--- config.mk ---
export PLATFORM = sky130hd
export DESIGN_NAME = energy_and_hysteresis_regs
export DESIGN_NICKNAME = d
export VERILOG_FILES = /design/src/core/ehr_pkg.sv /design/src/core/energy_and_hysteresis_regs.sv
export VERILOG_INCLUDE_DIRS = /design/src /design/src/core
export SDC_FILE = /design/constraint.sdc
export NUM_CORES = 1
export LEC_CHECK = 0
export ABC_AREA = 1
export BUFFER_PORTS_ARGS = -buffer_cell sky130_fd_sc_hd__buf_2
export CORE_AREA = 2 2 121 123
export DETAILED_ROUTE_END_ITERATION = 10
export DIE_AREA = 0 0 123 125
export GPL_TIMING_DRIVEN = 0
export PLACE_DENSITY = 0.76
export SLEW_MARGIN = 0
export SYNTH_ARGS = -nofsm -noshare
export SYNTH_HDL_FRONTEND = slang
export SYNTH_SLANG_ARGS = --single-unit
export TNS_END_PERCENT = 10
--- constraint.sdc ---
create_clock -name clock -period 3.5 [get_ports clock]
set_clock_uncertainty 0.1 [all_clocks]
set_input_delay 0.35 -clock clock [delete_from_list [all_inputs] [get_ports clock]]
set_output_delay 0.35 -clock clock [all_outputs]
set_load 0.1 [all_outputs]
--- src/core/ehr_map.svh ---
`ifndef EHR_MAP_SVH
`define EHR_MAP_SVH
// ==========================================================
// command codes of the register bank
`define EHR_CMD_SNAPSHOT   8'hdc
`define EHR_CMD_THR_LOW    8'hf2
`define EHR_CMD_THR_HIGH   8'hf3
`define EHR_CMD_STATUS     8'hf4
`define EHR_CMD_STARTUP    8'hf6
// ==========================================================
// reset values
`define EHR_RST_THR_LOW    16'h0000
`define EHR_RST_THR_HIGH   16'hffff
`define EHR_RST_STARTUP    4'hf
// ==========================================================
// status bit positions
`define EHR_ST_BELOW       0
`define EHR_ST_ABOVE       1
`define EHR_ST_LEVEL       2
`define EHR_ST_OVERCUR     3
// ==========================================================
// snapshot field positions
`define EHR_SNAP_COUNT_LSB 40
`define EHR_SNAP_WRAP_LSB  24
// ==========================================================
// gpo mode code that routes the comparator out
`define EHR_GPO_COMPARATOR 2'h3
`endif

--- src/core/ehr_pkg.sv ---
// ==========================================================
// types shared by the register bank
package ehr_pkg;
  // one energy snapshot, packed in wire order
  typedef struct packed {
    logic [23:0] sampleCount;       // bytes 7..5
    logic [15:0] energyWrapCount;   // bytes 4..3
    logic [23:0] energyAccumValue;  // bytes 2..0
  } ehr_snapshot_t;

  // register access request from the management interface
  typedef struct packed {
    logic        wrEn;              // one-cycle write strobe
    logic        rdEn;              // one-cycle read strobe
    logic [7:0]  cmd;               // command code
    logic [15:0] wrData;            // write data
  } ehr_req_t;

  // comparator states
  typedef enum logic [0:0] {
    EHR_LOW  = 1'b0,
    EHR_HIGH = 1'b1
  } ehr_level_t;
endpackage : ehr_pkg

--- src/core/energy_and_hysteresis_regs.sv ---
`timescale 1ns/1ns
`include "ehr_map.svh"
module energy_and_hysteresis_regs
  import ehr_pkg::*;
(
  input  wire logic          clock,              // 125 MHz core clock
  input  wire logic          sys_rst,            // synchronous, active high
  input  wire ehr_req_t      req,                // register access request
  input  wire logic          sampleValid,        // one power sample accumulated
  input  wire logic          accumWrap,          // accumulator wrapped to zero
  input  wire logic [23:0]   energyAccumIn,      // live accumulator value
  input  wire logic [15:0]   comparedValue,      // value fed to the comparator
  input  wire logic          overcurrentPin,     // monitor overcurrent compare, async
  input  wire logic [1:0]    gpoMode,            // output pin mode select
  input  wire logic          gpoManual,          // pin level in plain gpo mode
  output logic [63:0]        rdData,             // read data, low bits for short regs
  output logic               rdValid,            // read data valid pulse
  output logic               gpoOut,             // general output pin level
  output logic [3:0]         startupCurrentCap   // limit used during switch turn-on
);

  // ==========================================================
  // live counters
  logic [23:0] sampleCount;        // samples accumulated
  logic [15:0] energyWrapCount;    // accumulator wraps
  logic [15:0] thrLow;             // band_threshold_low
  logic [15:0] thrHigh;            // band_threshold_high
  logic [2:0]  ocSync;             // overcurrent synchroniser
  logic        outputOvercurrentFlag; // filtered overcurrent level
  ehr_level_t  bandLevel;          // comparator state
  logic        aboveUpperFlag;     // compared value above high
  logic        belowLowerFlag;     // compared value below low
  ehr_snapshot_t snap;             // coherent snapshot
  logic [7:0]  statusByte;         // band_status image

  // counts increase per sample and per wrap
  always_ff @(posedge clock)
  begin
    if (sys_rst)
    begin
      sampleCount     <= 24'h000000;
      energyWrapCount <= 16'h0000;
    end
    else
    begin
      if (sampleValid)
        sampleCount <= sampleCount + 24'h000001;
      if (accumWrap)
        energyWrapCount <= energyWrapCount + 16'h0001;
    end
  end

  // ==========================================================
  // threshold and startup registers
  always_ff @(posedge clock)
  begin
    if (sys_rst)
    begin
      thrLow            <= `EHR_RST_THR_LOW;
      thrHigh           <= `EHR_RST_THR_HIGH;
      startupCurrentCap <= `EHR_RST_STARTUP;
    end
    else if (req.wrEn)
    begin
      // writes to read-only or unknown codes are ignored
      case (req.cmd)
        `EHR_CMD_THR_LOW:  thrLow  <= req.wrData;
        `EHR_CMD_THR_HIGH: thrHigh <= req.wrData;
        `EHR_CMD_STARTUP:  startupCurrentCap <= req.wrData[3:0];
        default: ;
      endcase
    end
  end

  // ==========================================================
  // overcurrent input synchroniser, change taken when stages 2 and 3 agree
  always_ff @(posedge clock)
  begin
    if (sys_rst)
    begin
      ocSync                <= 3'h0;
      outputOvercurrentFlag <= 1'b0;
    end
    else
    begin
      ocSync <= {ocSync[1:0], overcurrentPin};
      if (ocSync[1] == ocSync[2])
        outputOvercurrentFlag <= ocSync[2];
    end
  end

  // ==========================================================
  // hysteretic comparator
  always_ff @(posedge clock)
  begin
    if (sys_rst)
    begin
      bandLevel      <= EHR_LOW;
      aboveUpperFlag <= 1'b0;
      belowLowerFlag <= 1'b0;
    end
    else
    begin
      aboveUpperFlag <= (comparedValue > thrHigh);
      belowLowerFlag <= (comparedValue < thrLow);
      unique case (bandLevel)
        EHR_LOW:
          if (comparedValue > thrHigh)
            bandLevel <= EHR_HIGH;
        EHR_HIGH:
          if (comparedValue < thrLow)
            bandLevel <= EHR_LOW;
      endcase
    end
  end

  // status image, upper nibble held at zero
  always_comb
  begin
    statusByte = 8'h00;
    statusByte[`EHR_ST_OVERCUR] = outputOvercurrentFlag;
    statusByte[`EHR_ST_LEVEL]   = (bandLevel == EHR_HIGH);
    statusByte[`EHR_ST_ABOVE]   = aboveUpperFlag;
    statusByte[`EHR_ST_BELOW]   = belowLowerFlag;
  end

  // ==========================================================
  // output pin mux
  always_ff @(posedge clock)
  begin
    if (sys_rst)
      gpoOut <= 1'b0;
    else if (gpoMode == `EHR_GPO_COMPARATOR)
      gpoOut <= (bandLevel == EHR_HIGH);
    else
      gpoOut <= gpoManual;
  end

  // ==========================================================
  // read path, snapshot captured in one cycle
  always_comb
  begin
    snap.sampleCount      = sampleCount;
    snap.energyWrapCount  = energyWrapCount;
    snap.energyAccumValue = energyAccumIn;
  end

  always_ff @(posedge clock)
  begin
    if (sys_rst)
    begin
      rdData  <= 64'h0;
      rdValid <= 1'b0;
    end
    else
    begin
      rdValid <= req.rdEn;
      if (req.rdEn)
      begin
        case (req.cmd)
          `EHR_CMD_SNAPSHOT: rdData <= snap;
          `EHR_CMD_THR_LOW:  rdData <= {48'h0, thrLow};
          `EHR_CMD_THR_HIGH: rdData <= {48'h0, thrHigh};
          `EHR_CMD_STATUS:   rdData <= {56'h0, statusByte};
          `EHR_CMD_STARTUP:  rdData <= {60'h0, startupCurrentCap};
          default:           rdData <= 64'h0;
        endcase
      end
    end
  end

  // ==========================================================
  // checks
  a_snap_count: assert property (@(posedge clock) disable iff (sys_rst)
    req.rdEn && req.cmd == `EHR_CMD_SNAPSHOT |=> rdData[63:40] == $past(sampleCount))
    else $error("snapshot sample count wrong");
  a_snap_wrap: assert property (@(posedge clock) disable iff (sys_rst)
    req.rdEn && req.cmd == `EHR_CMD_SNAPSHOT |=> rdData[39:24] == $past(energyWrapCount))
    else $error("snapshot wrap count wrong");
  a_snap_energy: assert property (@(posedge clock) disable iff (sys_rst)
    req.rdEn && req.cmd == `EHR_CMD_SNAPSHOT |=> rdData[23:0] == $past(energyAccumIn))
    else $error("snapshot energy wrong");
  a_read_valid: assert property (@(posedge clock) disable iff (sys_rst)
    req.rdEn |=> rdValid)
    else $error("read answer missing");
  a_count_step: assert property (@(posedge clock) disable iff (sys_rst)
    sampleValid |=> sampleCount == $past(sampleCount) + 24'h000001)
    else $error("sample count did not step");
  a_band_rise: assert property (@(posedge clock) disable iff (sys_rst)
    comparedValue > thrHigh |=> bandLevel == EHR_HIGH)
    else $error("level did not rise");
  a_band_fall: assert property (@(posedge clock) disable iff (sys_rst)
    comparedValue < thrLow && !(comparedValue > thrHigh) |=> bandLevel == EHR_LOW)
    else $error("level did not fall");
  a_status_zero: assert property (@(posedge clock) disable iff (sys_rst)
    req.rdEn && req.cmd == `EHR_CMD_STATUS |=> rdData[63:4] == 60'h0)
    else $error("status reserved bits set");
  a_cap_read: assert property (@(posedge clock) disable iff (sys_rst)
    req.rdEn && req.cmd == `EHR_CMD_STARTUP |=> rdData[63:0] == {60'h0, $past(startupCurrentCap)})
    else $error("startup read wrong");
  a_gpo_band: assert property (@(posedge clock) disable iff (sys_rst)
    gpoMode == `EHR_GPO_COMPARATOR |=> gpoOut == ($past(bandLevel) == EHR_HIGH))
    else $error("gpo not following comparator");

  // ==========================================================
  // read answer checks
  // the answer pulse stands one cycle, then drops
  a_read_idle: assert property (@(posedge clock) disable iff (sys_rst)
    !req.rdEn |=> !rdValid)
    else $error("read answer without request");
  // the whole snapshot comes from the request edge
  a_snap_whole: assert property (@(posedge clock) disable iff (sys_rst)
    req.rdEn && req.cmd == `EHR_CMD_SNAPSHOT |=> rdData == $past(snap))
    else $error("snapshot not coherent");
  // threshold reads sit in the low half word
  a_low_read: assert property (@(posedge clock) disable iff (sys_rst)
    req.rdEn && req.cmd == `EHR_CMD_THR_LOW |=> rdData == {48'h0, $past(thrLow)})
    else $error("low threshold read wrong");
  a_high_read: assert property (@(posedge clock) disable iff (sys_rst)
    req.rdEn && req.cmd == `EHR_CMD_THR_HIGH |=> rdData == {48'h0, $past(thrHigh)})
    else $error("high threshold read wrong");
  // reserved startup bits answer as zero
  a_cap_reserved: assert property (@(posedge clock) disable iff (sys_rst)
    req.rdEn && req.cmd == `EHR_CMD_STARTUP |=> rdData[15:4] == 12'h000)
    else $error("startup reserved bits set");
  // each status bit mirrors its source at the request edge
  a_status_warn: assert property (@(posedge clock) disable iff (sys_rst)
    req.rdEn && req.cmd == `EHR_CMD_STATUS |=> rdData[3] == $past(outputOvercurrentFlag))
    else $error("status warning bit wrong");
  a_status_level: assert property (@(posedge clock) disable iff (sys_rst)
    req.rdEn && req.cmd == `EHR_CMD_STATUS |=> rdData[2] == ($past(bandLevel) == EHR_HIGH))
    else $error("status level bit wrong");
  a_status_above: assert property (@(posedge clock) disable iff (sys_rst)
    req.rdEn && req.cmd == `EHR_CMD_STATUS |=> rdData[1] == $past(aboveUpperFlag))
    else $error("status above bit wrong");
  a_status_below: assert property (@(posedge clock) disable iff (sys_rst)
    req.rdEn && req.cmd == `EHR_CMD_STATUS |=> rdData[0] == $past(belowLowerFlag))
    else $error("status below bit wrong");

  // ==========================================================
  // register write checks
  // a write lands one cycle after its strobe
  a_low_write: assert property (@(posedge clock) disable iff (sys_rst)
    req.wrEn && req.cmd == `EHR_CMD_THR_LOW |=> thrLow == $past(req.wrData))
    else $error("low threshold write lost");
  a_high_write: assert property (@(posedge clock) disable iff (sys_rst)
    req.wrEn && req.cmd == `EHR_CMD_THR_HIGH |=> thrHigh == $past(req.wrData))
    else $error("high threshold write lost");
  // only the low nibble of a startup write is kept
  a_cap_write: assert property (@(posedge clock) disable iff (sys_rst)
    req.wrEn && req.cmd == `EHR_CMD_STARTUP |=>
      {12'h000, startupCurrentCap} == ($past(req.wrData) & 16'h000f))
    else $error("startup write lost");
  // registers keep their value unless written at their own code
  a_low_hold: assert property (@(posedge clock) disable iff (sys_rst)
    !(req.wrEn && req.cmd == `EHR_CMD_THR_LOW) |=> $stable(thrLow))
    else $error("low threshold changed unasked");
  a_high_hold: assert property (@(posedge clock) disable iff (sys_rst)
    !(req.wrEn && req.cmd == `EHR_CMD_THR_HIGH) |=> $stable(thrHigh))
    else $error("high threshold changed unasked");
  a_cap_hold: assert property (@(posedge clock) disable iff (sys_rst)
    !(req.wrEn && req.cmd == `EHR_CMD_STARTUP) |=> $stable(startupCurrentCap))
    else $error("startup cap changed unasked");

  // ==========================================================
  // counter checks
  // wraps step by one, idle cycles leave both counts alone
  a_wrap_step: assert property (@(posedge clock) disable iff (sys_rst)
    accumWrap |=> energyWrapCount == $past(energyWrapCount) + 16'h0001)
    else $error("wrap count did not step");
  a_count_hold: assert property (@(posedge clock) disable iff (sys_rst)
    !sampleValid |=> $stable(sampleCount))
    else $error("sample count moved unasked");
  a_wrap_hold: assert property (@(posedge clock) disable iff (sys_rst)
    !accumWrap |=> $stable(energyWrapCount))
    else $error("wrap count moved unasked");

  // ==========================================================
  // comparator and flag checks
  // between the thresholds the level is held
  a_band_hold: assert property (@(posedge clock) disable iff (sys_rst)
    !(comparedValue > thrHigh) && !(comparedValue < thrLow) |=> $stable(bandLevel))
    else $error("level moved inside band");
  // the raw flags follow the strict compares one cycle later
  a_above_set: assert property (@(posedge clock) disable iff (sys_rst)
    comparedValue > thrHigh |=> aboveUpperFlag)
    else $error("above flag not set");
  a_above_clear: assert property (@(posedge clock) disable iff (sys_rst)
    !(comparedValue > thrHigh) |=> !aboveUpperFlag)
    else $error("above flag not clear");
  a_below_set: assert property (@(posedge clock) disable iff (sys_rst)
    comparedValue < thrLow |=> belowLowerFlag)
    else $error("below flag not set");
  a_below_clear: assert property (@(posedge clock) disable iff (sys_rst)
    !(comparedValue < thrLow) |=> !belowLowerFlag)
    else $error("below flag not clear");
  // the warning may only move once two stages agree
  a_warn_filter: assert property (@(posedge clock) disable iff (sys_rst)
    ocSync[1] != ocSync[2] |=> $stable(outputOvercurrentFlag))
    else $error("warning moved on a glitch");
  // outside comparator mode the pin copies the manual level
  a_gpo_manual: assert property (@(posedge clock) disable iff (sys_rst)
    gpoMode != `EHR_GPO_COMPARATOR |=> gpoOut == $past(gpoManual))
    else $error("gpo not following manual level");

  // ==========================================================
  // reset value checks
  // these run while reset is high, so they carry no disable
  a_rst_low: assert property (@(posedge clock)
    sys_rst |=> thrLow == `EHR_RST_THR_LOW)
    else $error("low threshold reset wrong");
  a_rst_high: assert property (@(posedge clock)
    sys_rst |=> thrHigh == `EHR_RST_THR_HIGH)
    else $error("high threshold reset wrong");
  a_rst_cap: assert property (@(posedge clock)
    sys_rst |=> startupCurrentCap == `EHR_RST_STARTUP)
    else $error("startup cap reset wrong");
  a_rst_counts: assert property (@(posedge clock)
    sys_rst |=> sampleCount == 24'h000000 && energyWrapCount == 16'h0000)
    else $error("counters reset wrong");
  a_rst_answer: assert property (@(posedge clock)
    sys_rst |=> !rdValid && rdData == 64'h0)
    else $error("read answer reset wrong");
  // the pin starts low whatever the mode inputs say
  a_rst_pin: assert property (@(posedge clock)
    sys_rst |=> !gpoOut)
    else $error("gpo reset wrong");

endmodule : energy_and_hysteresis_regs

# Word-level counts from Yosys, hierarchy flattened
# Index checks and enable logic that the tools add are counted.
[totals]
ram_bits = 0
mem_count = 0
romBits = 0
latchBits = 0
word_cells = 33
register_bits = 149
output_inout_bits = 70
inputBits = 74
[op_classes]
n_div = 0
n_reduce_logical = 3
bitwise = 1
add_sub_neg = 2
magnitude_cmp = 2
n_mul = 0
mux = 5
eq_ne = 7
shifts = 0
[op_table]
columns = ["op", "n"]
rows = [
  ["$pmux W64 S5", 1],
  ["$eq A8 B8 Y1 const B", 5],
  ["$add A24 B1 Y24 const B", 1],
  ["$add A16 B1 Y16 const B", 1],
  ["$gt A16 B16 Y1", 1],
  ["$lt A16 B16 Y1", 1],
  ["$reduce_and A2 Y1", 3],
  ["$mux W1", 3],
  ["$eq A2 B2 Y1 const B", 1],
  ["$pmux W1 S2", 1],
  ["$eq A1 B1 Y1", 1],
  ["$not A1 Y1", 1],
]

# Depth between registers and ports, before layout
# Gate-level depths: netlist (run 1).
[depth]
depth_word = 3
depth_mapped = 13
mapped_depth_nobuf = 13

# Worst setup path after synthesis (run 1)
# No wires, ideal clock.
[synth_path]
path_type = "reg-to-reg"
startpoint = "register sampleCount[0]"
endpoint = "register sampleCount[12]"
path_buffers = 0
path_stages_with_launch = 9
path_slack_ns = 1.973
t_arrival_ns = 1.311
synth_period_minus_slack_ns = 1.527
required_ns = 3.284
setup_time_ns = 0.116
cell_sequence = "dfxtp_1 > ha_1 > nand3_2 > nor2_2 > nand4_2 > nor2_4 > nand2_1 > o21ai_1 > a21oi_1"
[synth_via]
elab_chain_cells = 1
[synth_lines]
columns = ["element", "line_no", "source"]
rows = [
  ["start: declaration", "energy_and_hysteresis_regs.sv:24", "logic [23:0] sampleCount;"],
  ["start signal: assignment", "energy_and_hysteresis_regs.sv:47", "sampleCount <= sampleCount + 24'h000001;"],
  ["$add A24 B1 Y24", "energy_and_hysteresis_regs.sv:47", ""],
]
# No other way between the ends.
# A chain may end at the register's enable or synchronous reset.

# Worst setup path in the final report (run 1)
# Ends and elaborated chain as after synthesis.

==> flow_summary.ini, run 1 <==
[worst_hold_path]
worstHoldPathType = primary input to flip-flop

[synthesis]
synth-simple-area-share_pct = 24.5
synth_area_leaders = dfxtp_1 43%, nand2_1 13%, a21oi_1 8.3%
synthXorXnorAreaFrac_pct = 0.759
netlist_area_um2 = 6920
yosys-top-cells-count = 235 x nand2_1, 149 x dfxtp_1, 115 x a21oi_1
yosysUniqueCellTypes = 40
synth_flop_cell = dfxtp_1
synth_largest_area_cell = dfxtp_1
yosysSeqAreaShare_pct = 43.1
synth-adder-area-share_pct = 5.97
postSynthCellCount = 946
synth_top_family_by_area = simple AND/OR/NAND/NOR gates
ys_ff_latch = 149
synth-async-reset-ratio_pct = 0
synth_top_area_share_pct = 43.1
yosys.cell_count.top_type = nand2_1
synth.mux.area_fraction_pct = 0
synth_compound_area_share_pct = 17.5
synth_edf_count = 0
syn-num-nets = 1053
synth.avg_cell_area_um2 = 7.31
synth_warnings = 0

[cts]
cts_inserted_buffers = 17
clockBufferDepth = 2
insertion_delay_ns = 0.43
cts-resized-gates = 0
clkTransAtPathRegs_ns = 0.06
cts_tree = yes
htreeDepth = 4
cts.sinks = 149
post-cts-setup-buffer-count = 0
hold_buffers = 0
cts_root_buffer = clkbuf_16

[layout]
area_delta_synth_final_pct = 23.3
drive_gt1_share_pct = 20.5
seq_area_um2 = 2980
nets = 1214
design_area_um2 = 8530
multiInputGateArea_um2 = 3380
insertedDiodeCount = 0
fill_cells = 1312

[route]
first_pass_iters = 7
routed_via_density = 5.20
finalWirelength_mm = 18.8
wl_per_cell_um = 14.4
vias = 6785
ant_nets = 0
drc_errors = 0
first_iter_violations = 449

[global_route]
grt_use_total_pct = 25.4
first_global_vias = 6300
grt_pass1_wl_mm = 30.5
antenna_found_initial = 0
grt-ovfl-total = 0
grt_max_degree = 17

[placement]
gp_congestion = 0.878
pre_cts_slack_ns = 1.59
dpl_cell_area_um2 = 7860
port_buffers = 142
post-dp-hpwl_mm = 14.1

[floorplanning]
pin_count = 144
core-area_um2 = 14200
std_cell_rows = 44
die_h_um = 125
die_x_um = 123
start_util_pct = 48.7
die-area_um2 = 15400

[sta]
maxSlewViolCount = 0
setup_viol = 0
finalWorstSetupSlack_ns = 1.78
finalSetupTns_ns = 0
final.min_clock_period_ns = 1.72
worstMarginPinSlew_ns = 0.775
report.final.hold_viol_count = 0
fmax_ghz = 0.581
timing.final.crit_share_pct = 49.2
rsz0062_at_grt = no
slew_headroom_pct = 48.3

[worst_setup_path]
path_class = flip-flop to flip-flop
startpoint_type = flip-flop
slowest_stage = dfxtp_1
cp_data_arrival_time_ns = 1.94
cpPeakStageDelay_ns = 0.39
cp_max_fo = 6
end_kind = flip-flop
path_cells = ha_1, nand3_2, nor2_2, nand4_2, nor2_4, nand2_1, o21ai_1, a21oi_1
crit_required_ns = 3.72

[power_and_ir_drop]
p_leak_nw = 3.79
peakVddDrop_v = 0.000376
power_density_nw_per_um2 = 504

[job]
drv_cap = 0

[status]
status = complete, no violations
flip-flops by register name, summed over array words and instances, names as in the netlist:
signal and count:
belowLowerFlag 1, aboveUpperFlag 1, rdValid 1, energyWrapCount 16, outputOvercurrentFlag 1, rdData 64, startupCurrentCap 4, ocSync 3
thrLow 16, thrHigh 16, gpoOut 1, sampleCount 24, bandLevel 1
worst max-delay path, delay by kind of cell, from the launching register on:
family | cells | cell delay [ns]
AND/OR/NAND/NOR | 5 | 0.73
flip-flops | 1 | 0.39
adder cells (fa/ha/maj) | 1 | 0.23
AO/OA/AOI/OAI | 2 | 0.17
power by group:
group          leakage (nW)  switching [mW]  internal, mW  total (mW)
Combinational          2.25           0.384         0.104       0.488
Clock                 0.330           0.713          1.34        2.06
Sequential             1.21          0.0197          1.73        1.75
area by class of cell:
cell class | instances | share of cell area, %
repair buffers | 142 | 8.33
inverters | 96 | 4.24
plain buffers | 44 | 2.33
multi-input cells | 657 | 39.6
clock buffers | 21 | 5.63
flip-flops and latches | 149 | 35.0
well taps | 184 | 2.70
clock inverters | 11 | 2.27
metal layers:
layer	vias up	global-route usage, %	routed length [um]	share of wire (%)
met4	0	11.0	601	3.2
met2	206	39.3	8490	45
met1	3108	33.7	8530	45
li1	3439	-	-	-
met5	-	0	0	0
met3	32	6.11	1190	6.3
placed cells by master (no fill, tap or decap), types with 11 or more instances in the layout:
| master | count |
|---|---|
| nor3_1 | 18 |
| nand2_1 | 235 |
| nor2_1 | 59 |
| buf_2 | 157 |
| inv_2 | 11 |
| nand3_1 | 39 |
| ha_1 | 33 |
| dfxtp_1 | 149 |
| clkbuf_1 | 25 |
| a21oi_1 | 115 |
| o211ai_1 | 15 |
| inv_1 | 83 |
| clkbuf_16 | 17 |
| o21ai_0 | 83 |
worst paths after layout:
kind	slack (ns)	startpoint	cells after the start	endpoint
setup / recovery	1.78	sampleCount[0]	8	sampleCount[12]
setup reg to reg	1.78	sampleCount[0]	8	sampleCount[12]
hold reg to reg	0.31	ocSync[0]	2	ocSync[1]
hold / removal	0.03	overcurrentPin	3	ocSync[0]
kinds of logic (layout without fill, tap and decap cells):
family / Yosys count / in the layout
compound gates: 230 / 230
fa+ha+maj: 33 / 33
buf+inv: 140 / 314
xor+xnor: 6 / 6
flops: 149 / 149
simple gates: 388 / 388
through the flow:
| stage | hold slack [ns] | total power [mW] | instances | utilization, % |
|---|---|---|---|---|
| after floorplan | 0.288 | 2.14 | 946 | - |
| after global placement | 0.291 | 2.27 | 1272 | 55.3 |
| after detailed placement | 0.295 | 2.28 | 1272 | 55.3 |
| after CTS | 0.0187 | 4.31 | 1304 | 60.1 |
| after global routing | 0.0344 | 4.43 | 1304 | 60.1 |
| final | 0.0292 | 4.30 | 1304 | 60.1 |
Power figures use the tool's default switching activity.
==> inputs of run 2 (changes only) <==
--- a/config.mk
+++ b/config.mk
@@ -6,13 +6,13 @@
 export SDC_FILE = /design/constraint.sdc
 export NUM_CORES = 1
 export LEC_CHECK = 0
-export ABC_AREA = 1
+export ABC_AREA = 0
 export BUFFER_PORTS_ARGS = -buffer_cell sky130_fd_sc_hd__buf_2
-export CORE_AREA = 2 2 121 123
+export CORE_AREA = 2 2 120 122
 export DETAILED_ROUTE_END_ITERATION = 10
-export DIE_AREA = 0 0 123 125
+export DIE_AREA = 0 0 122 124
 export GPL_TIMING_DRIVEN = 0
-export PLACE_DENSITY = 0.76
+export PLACE_DENSITY = 0.78
 export SLEW_MARGIN = 0
 export SYNTH_ARGS = -nofsm -noshare
 export SYNTH_HDL_FRONTEND = slang
==> constraint.sdc (replaced) <==
create_clock -name clock -period 1.4 [get_ports clock]
set_clock_uncertainty 0.1 [all_clocks]
set_input_delay 0.14 -clock clock [delete_from_list [all_inputs] [get_ports clock]]
set_output_delay 0.14 -clock clock [all_outputs]
set_load 0.1 [all_outputs]
==> run 2 against run 1 <==
Against the previous run:
- the flow now finishes with violations (negative setup slack)
- die area shrank 1.6%
- count of clock-buffer cells in the layout is 1 lower
- sequential share of layout area decreased by 4.1 points
- synthesized cell count shrank 16%
- worst setup slack got worse by 2.3 ns
==> flow_summary.ini, run 2 <==
[worst_setup_path]
startpoint_type = flip-flop
cp_data_arrival_time_ns = 2.14
r2r_setup_slack_ns = -0.52
path_class = flip-flop to flip-flop
crit_required_ns = 1.62
crit_start = thrHigh[11]
end_kind = flip-flop
worstReg2RegStart = thrHigh[11]
rr_worst_depth = 8
r2r-end = bandLevel
cp_max_fo = 3

[cts]
insertion_delay_ns = 0.42
clockBufferDepth = 2
cts_inserted_buffers = 17
cts.sinks = 149
clkTransAtPathRegs_ns = 0.06
cts_tree = yes
cts_root_buffer = clkbuf_16
htreeDepth = 4

[placement]
port_buffers = 142
post-dp-hpwl_mm = 13.0
pre_cts_slack_ns = -0.659
dpl_cell_area_um2 = 7660
gp_congestion = 0.880

[sta]
worstMarginPinSlew_ns = 0.643
report.final.hold_viol_count = 0
timing.final.crit_share_pct = 137
finalWorstSetupSlack_ns = -0.522
setup_viol = 55
maxSlewViolCount = 0
rsz0062_at_grt = yes
final.min_clock_period_ns = 1.92
fmax_ghz = 0.520
slew_headroom_pct = 57.1

[route]
top_layer = met5
vias = 7051
wl_met1_mm = 8.98
route.met2.wl_mm = 11.0
wl_per_cell_um = 17.9
drc_errors = 0
first_pass_iters = 6
first_iter_violations = 720
ant_nets = 0
finalWirelength_mm = 22.2
routed_via_density = 5.67
wl_met3_mm = 1.63

[floorplanning]
core-area_um2 = 13700
die_h_um = 124
pin_count = 144
start_util_pct = 48.7
die_x_um = 122
die-area_um2 = 15100
std_cell_rows = 43

[synthesis]
synth_top_family_by_area = simple AND/OR/NAND/NOR gates
synth_flop_cell = dfxtp_1
synth.avg_cell_area_um2 = 8.39
synth-simple-area-share_pct = 26.0
synth_area_leaders = dfxtp_1 45%, nand2_1 8.0%, a21oi_1 6.2%
netlist_area_um2 = 6680
synth_compound_area_share_pct = 12.7
syn-num-nets = 903
synth_edf_count = 0
yosys.cell_count.top_type = dfxtp_1
synth_largest_area_cell = dfxtp_1
synth_top_area_share_pct = 44.7
synth.mux.area_fraction_pct = 0.300
yosysUniqueCellTypes = 46
yosys-top-cells-count = 149 x dfxtp_1, 142 x nand2_1, 83 x a21oi_1
synth_warnings = 0
postSynthCellCount = 796
synthXorXnorAreaFrac_pct = 4.20
synth-adder-area-share_pct = 6.18
yosysSeqAreaShare_pct = 44.7
ys_ff_latch = 149
synth-async-reset-ratio_pct = 0

[worst_hold_path]
min_from = accumWrap
min_path_cells = 4
hold_end = energyWrapCount[4]
worstHoldPathType = primary input to flip-flop

[layout]
final_common_cell = nand2_1
largest_register_ffs = 64
nets = 1163
final_cell_mix = 141 x nand2_1, 120 x buf_4, 106 x dfxtp_1
top_regs = rdData x64, sampleCount x24
drive_gt1_share_pct = 35.4
design_area_um2 = 9890
area_delta_synth_final_pct = 48.1
largest_register = rdData

[global_route]
grt_max_degree = 17
first_global_vias = 6685
grt-ovfl-total = 0
grt_use_total_pct = 27.7
antenna_found_initial = 2
grt_pass1_wl_mm = 32.5

[power_and_ir_drop]
switching_share_pct = 24.2
p_switching_mw = 2.20
p_clk_share_pct = 44.0
power_density_nw_per_um2 = 917
p_int_mw = 6.87
pwr-share-comb_pct = 8.7
peakVddDrop_v = 0.000748
power_frac_seq_pct = 47.3
p_leak_nw = 3.93

[status]
status = finished, violations left
violations = negative setup slack

[job]
drv_cap = 0
-- run 2: cell count changes after synthesis, moves of 12 or more --
cell | previous run | this run
a21oi_1 | 115 | 83
a222oi_1 | 0 | 12
buf_2 | 15 | 3
inv_1 | 83 | 38
nand2_1 | 235 | 142
nand3_1 | 39 | 80
nand3b_1 | 1 | 21
o211ai_1 | 15 | 1
o21ai_0 | 83 | 12
xnor2_1 | 3 | 21
-- run 2: worst max-delay path, stage by stage, from the launching register on --
cell and delay [ns]:
dfxtp_2 0.36, inv_2 0.06, ha_4 0.26, nand4_1 0.14, buf_4 0.18, nor4_2 0.25, nor2_1 0.06, o31a_1 0.16
a22o_1 0.24
-- run 2: kinds of logic after synthesis --
family          count (synthesis)
compound gates                142
xor+xnor                       32
fa+ha+maj                      33
buf+inv                        85
flops                         149
mux                             2
simple gates                  353
-- run 2: worst max-delay path by stage --
stage | end
finish | bandLevel
global placement | thrHigh[8]
global route | bandLevel
floorplan | bandLevel
CTS | bandLevel
detailed placement | thrHigh[6]
-- run 2: per-layer routing --
metal  GRT usage [%]  up-vias
li1                -     3299
met1            32.8     3348
met2            47.8      336
met3            6.41       66
met4            12.6        2
met5               0        -
-- run 2: power by group through the flow --
stage / combinational, mW / clock (mW) / sequential [mW]
after floorplan: 0.254 / 0 / 4.45
after global placement: 0.566 / 0 / 4.38
after detailed placement: 0.572 / 0 / 4.38
after CTS: 0.711 / 3.98 / 4.29
after global routing: 0.842 / 4.14 / 4.29
final: 0.790 / 3.99 / 4.29
-- run 2: layout make-up --
class	count	area, um2
diodes	1	2.50
plain buffers	46	307
clock buffers	20	457
clock inverters	6	35.0
fillers	950	3830
inverters	39	150
multi-input cells	565	3890
flip-flops and latches	149	3050
well taps	180	225
repair buffers	238	1780
-- run 2: metrics by stage --
step	cells	util [%]	total power [mW]	TNS (ns)	hold WS, ns
after global placement	1118	55.9	4.95	-59.78	0.246
after CTS	1223	68.6	8.99	-2.32	0.0130
after detailed placement	1118	55.9	4.96	-62.84	0.248
after floorplan	796	-	4.70	-4.48	0.115
after global routing	1244	72.1	9.27	-10.56	0.0527
final	1244	72.1	9.07	-5.31	0.0439
-- run 2: what timing repair did --
action | 4_1_cts | 5_1_grt
endpoints found under the hold margin | 66 | 0
hold buffers | 44 | 0
endpoints found under the setup margin | 185 | 137
pin swaps | 40 | 75
buffers inserted | 32 | 18
gates cloned | 3 | 2
gates resized for setup | 170 | 76
